### src/gst_pkg.sv
/*
 gst_pkg: register offsets, field positions, reset values and timing
 constants of the gated 16-bit timer. Assumes a single 200 MHz clock
 and a plain register port with one-cycle read latency.
*/
// Summary of operation
// 16-bit counter, byte access, writes load
// on bit and gate enable control counting
// clock select picks one of four sources
// system clock gives four counts per instruction
// external rising edges count, optionally synchronised
// falling edge needed before first counted rise
// prescaler divides by 1, 2, 4, 8
// counter byte write clears prescaler
// crystal oscillator enable, runs in sleep
// software waits for oscillator stabilisation
// sync disable bypasses synchroniser, sleep wakeup
// sync mode switch may skip/add one
// byte reads return a stable value
// software stops counter before async writes
// gated count only while gate matches polarity
// gate source chosen from four, polarity applies
// gate select codes pin, tmr8, cmp1, cmp2
// rollover FFFF to 0000 sets sticky flag
// reset clears counter, prescaler, flag; disabled
package gst_pkg;
   // ==========================================
   // register map
   localparam logic [3:0] ADDR_COUNT_LOW = 4'h0;
   localparam logic [3:0] ADDR_COUNT_HIGH = 4'h1;
   localparam logic [3:0] ADDR_CONTROL = 4'h2;
   localparam logic [3:0] ADDR_GATE = 4'h3;
   localparam logic [3:0] ADDR_STATUS = 4'h4;
   localparam logic [3:0] ADDR_MASK = 4'h5;
   // ==========================================
   // counter_control fields
   localparam int CTL_ON = 0;
   localparam int CTL_SYNC_DIS = 2;
   localparam int CTL_OSC_EN = 3;
   localparam int CTL_PS_LO = 4;
   localparam int CTL_CS_LO = 6;
   localparam logic [7:0] CTL_WMASK = 8'hFD;
   // gate_control fields
   localparam int GCT_SS_LO = 0;
   localparam int GCT_POL = 6;
   localparam int GCT_EN = 7;
   localparam logic [7:0] GCT_WMASK = 8'hC3;
   // status fields
   localparam int STS_OVF = 0;
   // ==========================================
   // reset values and encodings
   localparam logic [7:0] CTL_RESET = 8'h00;
   localparam logic [7:0] GCT_RESET = 8'h00;
   localparam logic [15:0] COUNT_RESET = 16'h0000;
   localparam logic [15:0] COUNT_MAX = 16'hFFFF;
   localparam logic [1:0] CS_INSTR = 2'h0;
   localparam logic [1:0] CS_SYS = 2'h1;
   localparam logic [1:0] CS_PIN = 2'h2;
   localparam logic [1:0] CS_SENSE = 2'h3;
   localparam logic [1:0] GS_PIN = 2'h0;
   localparam logic [1:0] GS_TMR8 = 2'h1;
   localparam logic [1:0] GS_CMP1 = 2'h2;
   localparam logic [1:0] GS_CMP2 = 2'h3;
   // ==========================================
   // timing: instruction clock is sys clock / 4
   localparam int CLK_MHZ = 200;
   localparam int INSTR_DIV = 4;
   localparam logic [1:0] INSTR_LAST = 2'(INSTR_DIV - 1);
endpackage

### src/gst_edge_sync.sv
/*
 gst_edge_sync: optional two-stage synchroniser and rising/falling
 edge detector for the external count input. Assumes the input is
 sampled on sys_clk_i; bypass picks the raw level.
*/
module gst_edge_sync
   import gst_pkg::*;
(
   // clock and reset
   input wire logic sys_clk_i,
   input wire logic resetn_i,
   // input and control
   input wire logic level_i,
   input wire logic bypass_i,
   // edges and level
   output logic rise_o,
   output logic fall_o,
   output logic level_o
);
   logic meta;
   logic stage;
   logic prev;
   logic next_meta;
   logic next_stage;
   logic next_prev;
   logic chosen;

   // ==========================================
   // synchroniser; first stage read only by second
   always_comb begin
      next_meta = level_i;
      next_stage = meta;
      chosen = bypass_i ? level_i : stage;
      next_prev = chosen;
   end

   always_ff @(posedge sys_clk_i) begin
      if (!resetn_i) begin
         meta <= 1'b0;
         stage <= 1'b0;
         prev <= 1'b0;
      end else begin
         meta <= next_meta;
         stage <= next_stage;
         prev <= next_prev;
      end
   end

   // switching bypass shifts the seen edge by two cycles: one count may slip
   assign rise_o = chosen & ~prev;
   assign fall_o = ~chosen & prev;
   assign level_o = chosen;
endmodule

### src/gst_timer.sv
/*
 gst_timer: gated 16-bit timer/counter with prescaler, four clock
 sources, gate selection, overflow interrupt. Assumes external, sense
 oscillator, crystal and gate inputs are synchronous-ish levels on
 sys_clk_i; the crystal itself is an external amplifier enabled here.
*/
// Decided for this implementation: the strobed register port and the address map.
module gst_timer
   import gst_pkg::*;
(
   // clock and reset
   input wire logic sys_clk_i,
   input wire logic resetn_i,
   // register port
   input wire logic [3:0] addr_i,
   input wire logic [7:0] wdata_i,
   input wire logic wr_i,
   input wire logic rd_i,
   output logic [7:0] rdata_o,
   // clock sources
   input wire logic ext_clock_pin_i,
   input wire logic crystal_in_pin_i,
   input wire logic sensing_osc_clock_i,
   // gate sources
   input wire logic gate_pin_i,
   input wire logic tmr8_overflow_i,
   input wire logic cmp1_out_i,
   input wire logic cmp2_out_i,
   // oscillator and interrupt
   output logic crystal_osc_enable_o,
   output logic irq_o
);
   logic [15:0] count;
   logic [2:0] prescale;
   logic [7:0] counter_control;
   logic [7:0] gate_control;
   logic overflow_flag;
   logic overflow_mask;
   logic [1:0] instr_div;
   logic armed;
   logic [7:0] rdata;
   logic [15:0] next_count;
   logic [2:0] next_prescale;
   logic [7:0] next_counter_control;
   logic [7:0] next_gate_control;
   logic next_overflow_flag;
   logic next_overflow_mask;
   logic [1:0] next_instr_div;
   logic next_armed;
   logic [7:0] next_rdata;
   logic ext_level;
   logic ext_rise;
   logic ext_fall;
   logic ext_now;
   logic instr_tick;
   logic src_tick;
   logic gate_sel;
   logic gate_ok;
   logic run;
   logic pre_tick;
   logic inc;
   logic wr_count;
   logic counter_on;
   logic gate_enable;
   logic sync_disable;
   logic [1:0] clock_select;
   logic [1:0] prescale_select;
   logic [1:0] gate_source_select;
   logic gate_polarity;

   function automatic logic [2:0] ps_limit(input logic [1:0] sel);
      ps_limit = 3'(({2'b00, 1'b1} << sel) - 3'h1);
   endfunction

   // ==========================================
   // field decode
   assign counter_on = counter_control[CTL_ON];
   assign sync_disable = counter_control[CTL_SYNC_DIS];
   assign crystal_osc_enable_o = counter_control[CTL_OSC_EN];
   assign prescale_select = counter_control[CTL_PS_LO +: 2];
   assign clock_select = counter_control[CTL_CS_LO +: 2];
   assign gate_source_select = gate_control[GCT_SS_LO +: 2];
   assign gate_polarity = gate_control[GCT_POL];
   assign gate_enable = gate_control[GCT_EN];
   assign wr_count = wr_i && (addr_i == ADDR_COUNT_LOW || addr_i == ADDR_COUNT_HIGH);

   // ==========================================
   // external source: pin or crystal, else sense oscillator
   assign ext_now = (clock_select == CS_SENSE) ? sensing_osc_clock_i :
                    (crystal_osc_enable_o ? crystal_in_pin_i : ext_clock_pin_i);

   gst_edge_sync u_sync (
      .sys_clk_i(sys_clk_i),
      .resetn_i(resetn_i),
      .level_i(ext_now),
      .bypass_i(sync_disable),
      .rise_o(ext_rise),
      .fall_o(ext_fall),
      .level_o(ext_level)
   );

   // ==========================================
   // source tick selection
   assign instr_tick = (instr_div == INSTR_LAST);
   always_comb begin
      case (clock_select)
         CS_INSTR: src_tick = instr_tick;
         CS_SYS: src_tick = 1'b1;
         CS_PIN: src_tick = ext_rise && armed;
         CS_SENSE: src_tick = ext_rise && armed;
         default: src_tick = 1'b0;
      endcase
   end

   // ==========================================
   // gate
   always_comb begin
      case (gate_source_select)
         GS_PIN: gate_sel = gate_pin_i;
         GS_TMR8: gate_sel = tmr8_overflow_i;
         GS_CMP1: gate_sel = cmp1_out_i;
         GS_CMP2: gate_sel = cmp2_out_i;
         default: gate_sel = 1'b0;
      endcase
   end
   assign gate_ok = (gate_sel == gate_polarity);
   assign run = counter_on && (!gate_enable || gate_ok);
   assign pre_tick = run && src_tick;
   assign inc = pre_tick && (prescale == ps_limit(prescale_select));

   // ==========================================
   // counter, prescaler, edge arming
   always_comb begin
      next_count = count;
      next_prescale = prescale;
      next_armed = armed;
      next_instr_div = 2'(instr_div + 2'h1);
      if (pre_tick) begin
         next_prescale = inc ? 3'h0 : 3'(prescale + 3'h1);
      end
      if (inc) begin
         next_count = 16'(count + 16'h1);
      end
      // a lowered prescale must never leave the counter above its new limit
      if (wr_i && addr_i == ADDR_CONTROL && wdata_i[CTL_PS_LO +: 2] != prescale_select) begin
         next_prescale = 3'h0;
      end
      // falling edge must be seen before a rise counts
      if (ext_fall) begin
         next_armed = 1'b1;
      end
      if (!counter_on) begin
         next_armed = 1'b0;
      end
      if (wr_count) begin
         next_prescale = 3'h0;
         next_armed = 1'b0;
         if (addr_i == ADDR_COUNT_LOW) begin
            next_count = {count[15:8], wdata_i};
         end else begin
            next_count = {wdata_i, count[7:0]};
         end
      end
   end

   // ==========================================
   // registers, flag and read data
   always_comb begin
      next_counter_control = counter_control;
      next_gate_control = gate_control;
      next_overflow_mask = overflow_mask;
      next_overflow_flag = overflow_flag;
      next_rdata = 8'h00;
      if (wr_i && addr_i == ADDR_CONTROL) begin
         next_counter_control = wdata_i & CTL_WMASK;
      end
      if (wr_i && addr_i == ADDR_GATE) begin
         next_gate_control = wdata_i & GCT_WMASK;
      end
      if (wr_i && addr_i == ADDR_MASK) begin
         next_overflow_mask = wdata_i[STS_OVF];
      end
      if (wr_i && addr_i == ADDR_STATUS && wdata_i[STS_OVF]) begin
         next_overflow_flag = 1'b0;
      end
      // set beats clear
      if (inc && count == COUNT_MAX && !wr_count) begin
         next_overflow_flag = 1'b1;
      end
      if (rd_i) begin
         // reads come from the registered count, never mid-update
         case (addr_i)
            ADDR_COUNT_LOW: next_rdata = count[7:0];
            ADDR_COUNT_HIGH: next_rdata = count[15:8];
            ADDR_CONTROL: next_rdata = counter_control;
            ADDR_GATE: next_rdata = gate_control;
            ADDR_STATUS: next_rdata = {7'h00, overflow_flag};
            ADDR_MASK: next_rdata = {7'h00, overflow_mask};
            default: next_rdata = 8'h00;
         endcase
      end
   end

   always_ff @(posedge sys_clk_i) begin
      if (!resetn_i) begin
         count <= COUNT_RESET;
         prescale <= 3'h0;
         counter_control <= CTL_RESET;
         gate_control <= GCT_RESET;
         overflow_flag <= 1'b0;
         overflow_mask <= 1'b0;
         instr_div <= 2'h0;
         armed <= 1'b0;
         rdata <= 8'h00;
      end else begin
         count <= next_count;
         prescale <= next_prescale;
         counter_control <= next_counter_control;
         gate_control <= next_gate_control;
         overflow_flag <= next_overflow_flag;
         overflow_mask <= next_overflow_mask;
         instr_div <= next_instr_div;
         armed <= next_armed;
         rdata <= next_rdata;
      end
   end

   // level interrupt also serves as wake request in sleep
   assign irq_o = overflow_flag & overflow_mask;
   assign rdata_o = rdata;
endmodule

### config.mk
export PLATFORM = sky130hd
export DESIGN_NAME = gst_timer
export DESIGN_NICKNAME = d
export VERILOG_FILES = /design/src/gst_pkg.sv /design/src/gst_edge_sync.sv /design/src/gst_timer.sv
export SDC_FILE = /design/constraint.sdc
export NUM_CORES = 1
export LEC_CHECK = 0
export BUFFER_PORTS_ARGS = -buffer_cell sky130_fd_sc_hd__clkbuf_2
export CORE_MARGIN = 3
export CORE_UTILIZATION = 45
export DETAILED_ROUTE_END_ITERATION = 16
export GPL_TIMING_DRIVEN = 0
export PLACE_DENSITY_LB_ADDON = 0.12
export SYNTH_ARGS = -nofsm -noshare
export SYNTH_HDL_FRONTEND = slang
export SYNTH_SLANG_ARGS = --single-unit
### constraint.sdc
create_clock -name sys_clk_i -period 2.6 [get_ports sys_clk_i]
set_input_delay 0.13 -clock sys_clk_i [delete_from_list [all_inputs] [get_ports sys_clk_i]]
set_output_delay 0.13 -clock sys_clk_i [all_outputs]
set_load 0.01 [all_outputs]
==> summary.txt <==
Die
  • Die H: 82.71 um
  • CORE AREA: 5608 sq um
  • Row count: 27
  • Initial Util: 47.21%
  • Die area: 6840 sq um
  • Die width: 82.71 um
  • Ports: 33

Yosys
  • Commonest register cell after synthesis: dfxtp_1
  • Top cells by count, synth: 46 x dfxtp_1, 31 x nand2_1, 30 x a21oi_1, 30 x nor2_1, 22 x nand3_1
  • Unique cell type count in the Yosys netlist: 61
  • Asr flop ratio synth: 0%
  • Area of the mapped netlist: 2648 sq um
  • Synth Area per Inst: 8.405 sq um
  • Yosys top cell by area: dfxtp_1
  • Yosys reg bits: 46
  • Most frequent cell after synthesis: dfxtp_1
  • Warnings, synthesis: 0
  • Top cell type's share of synthesized area: 34.78%
  • Syn_nets: 341
  • Largest cells by area after synthesis: dfxtp_1 35%, mux2i_1 6.0%, a21oi_1 5.7%, nand2_1 4.4%, nor2_1 4.3%
  • EDFF count, synth: 0
  • Cells after synthesis: 315
  • Sequential share of the synthesized area: about a third

Drt
  • Final wirelength: 7736 um
  • Post-DR vias/cell: 6.016
  • Via count: 2557
  • Initial DRC Count: 218
  • Post-DRT Antenna Nets: 0
  • Pre-antenna DRT Iters: 5
  • Drt wl/cell: between 15 and 20 um
  • DR DRC count: 0

Place
  • Pre-CTS setup slack: between 0.2 and 0.25 ns
  • Placed insts: about 420
  • Hpwl dp: 5686 um
  • I/O Buffers: 30
  • Final RePlAce weighted congestion: roughly 0.9

Clock tree
  • Total CTS buffers: 5
  • Clock Sink Count: 46
  • Hold-fix buffer count after cts: 0
  • H-tree depth: 2
  • CTS root buf: clkbuf_8
  • # resized after CTS: 0
  • CTS tree: done
  • Deepest clock path buffer count: 2
  • Clk Latency, worst-skew pair: 0.30 ns
  • Clock Pin Slew Worst Setup and Hold Paths: approximately 0.090 ns
  • Setup Fix Bufs, Post-CTS: 0

Global routing
  • First-pass GRT wire length: 12350 um
  • Number of global-route vias before repair: 2328
  • Initial antenna violation count: 0
  • Grt total ovfl: 0
  • Largest net degree at the start of global routing: 14
  • Global-route usage over all layers: 24.27%

Critical path
  • Critical path launch point type: flip-flop
  • R2R Setup Slk: a little over 0.2 ns
  • Worst path bufs/invs: 1
  • CP startpoint: counter_control[3]$_SDFFE_PN0P_
  • Slowest CP cell: a311oi_4
  • Worst Path Arrival: 2.59 ns
  • Crit end category: flip-flop
  • Crit path kind: reg -> reg
  • Top Family by Delay on Critical Path: compound AO/OA/AOI/OAI gates
  • Slowest stage delay, CP: 0.41 ns
  • CP max FO: 10
  • Critical Path RT: 2.80 ns
  • CP Cell Sequence: mux2_2 -> a311oi_4 -> a2111o_1 -> buf_2 -> o22ai_1 -> a221oi_1
  • Worst r2r src: counter_control[3]$_SDFFE_PN0P_

Cells and area
  • Fraction of layout cells with a size suffix above 1: between 10% and 20%
  • Nets: between 300 and 400
  • Synth-to-Final Area Change: 13.09%
  • ANT cells: 0
  • Layout Cells excl Fill: roughly 430
  • Fill count: ~560

Pwr
  • Leak: 1.066 nW
  • Total power: 1.406 mW
  • PwrDens: 469.6 nW/um^2
  • Max IR drop VDD: roughly 0.00025 V

STA
  • Slew headroom: 37.41%
  • Slew at the pin closest to its max-slew limit: just over 0.9 ns
  • Setup slack after layout: slightly above 0.2 ns
  • RSZ-0062 raised after global routing: false
  • Final setup fails: 0
  • Crit share post-route: approximately 92%
  • Hold Fails Final Rpt: 0
  • Final slew viol count: 0
  • Fmax: 0.4177 GHz
  • Tmin final: 2.394 ns
  • TNS Setup: 0 ns
  • Max Clock Skew: slightly below 0.008 ns

Min path
  • HP Class: in -> reg
  • Hold wc startpoint: rd_i

Outcome
  • Outcome: completed

Flow run
  • Max-cap violations: 0
-- worst reg2reg max path, delay by kind of cell, from the launching register on --
kind / cells / cell delay (ns)
buffers and inverters: 1 / 0.31
multiplexers: 1 / 0.39
AO/OA/AOI/OAI: 4 / 1.21
flip-flops: 1 / 0.39
-- stage by stage --
step	instance area [sq um]	util (%)	hold WS (ns)
global placement	2888	51.49	0.4030
finish	2994	53.39	0.09469
floorplan	2648	-	0.2084
global route	2994	53.39	0.09072
detailed placement	2888	51.49	0.4135
CTS	2994	53.39	0.09163
-- flip-flops by register name (all words and copies together), names as in the netlist --
name             cells
rdata_o              8
count               16
u_sync.meta          1
gate_control         4
instr_div            2
armed                1
u_sync.prev          1
counter_control      7
u_sync.stage         1
prescale             3
overflow_mask        1
overflow_flag        1
-- placed cells by master, fill, tap and decap left out, types with 4 or more instances in the layout --
cell type   n
nor3b_1     4
clkbuf_8    5
nor3_1      9
a211oi_1    4
nor2_1     30
and3_1      4
o221a_2     4
clkbuf_2   30
or3_1       4
clkbuf_1   17
o21ai_0     5
nor2b_1     4
nand2_1    31
xnor2_1     4
nor4_1      6
xor2_1      4
and2_1      4
a21oi_1    30
nand3_1    22
dfxtp_1    46
nand3b_1    4
mux2i_1    16
-- per-layer routing --
layer	up-vias	global-route usage [%]	wire length [um]
li1	1256	-	-
met2	94	39.58	3617
met5	-	0	0
met3	5	4.230	549
met1	1202	33.16	3509
met4	0	5.882	59
-- logic make-up after synthesis --
group           after synthesis  share of synthesized area, %
fa+ha+maj                     3                         1.418
compound gates               75                         20.46
xor+xnor                      8                         2.646
mux                          20                         9.026
flops                        46                         34.78
buf+inv                      21                         3.213
simple gates                142                         28.45
-- path summary, 6_finish.rpt --
kind                        endpoint  cells after the start
max           count[10]$_SDFFE_PN0P_                      6
min            rdata_o[0]$_SDFF_PN0_                      3
min reg2reg  u_sync.stage$_SDFF_PN0_                      1
max reg2reg   count[10]$_SDFFE_PN0P_                      6
-- where the power goes --
part	internal (mW)	switching [mW]
Combinational	0.0522	0.0881
Clock	0.288	0.242
Sequential	0.719	0.0168
-- cell type report --
class	instances	area (sq um)	area share, %
Clock inverter	1	30.03	1.003
Buffer	19	77.57	2.591
Timing Repair Buffer	30	150.1	5.015
Inverter	2	7.507	0.2507
Sequential cell	46	920.9	30.76
Tap cell	72	90.09	3.009
Clock buffer	7	76.32	2.549
Multi-Input combinational cell	248	1642	54.83
(Power assumes the default switching activity.)
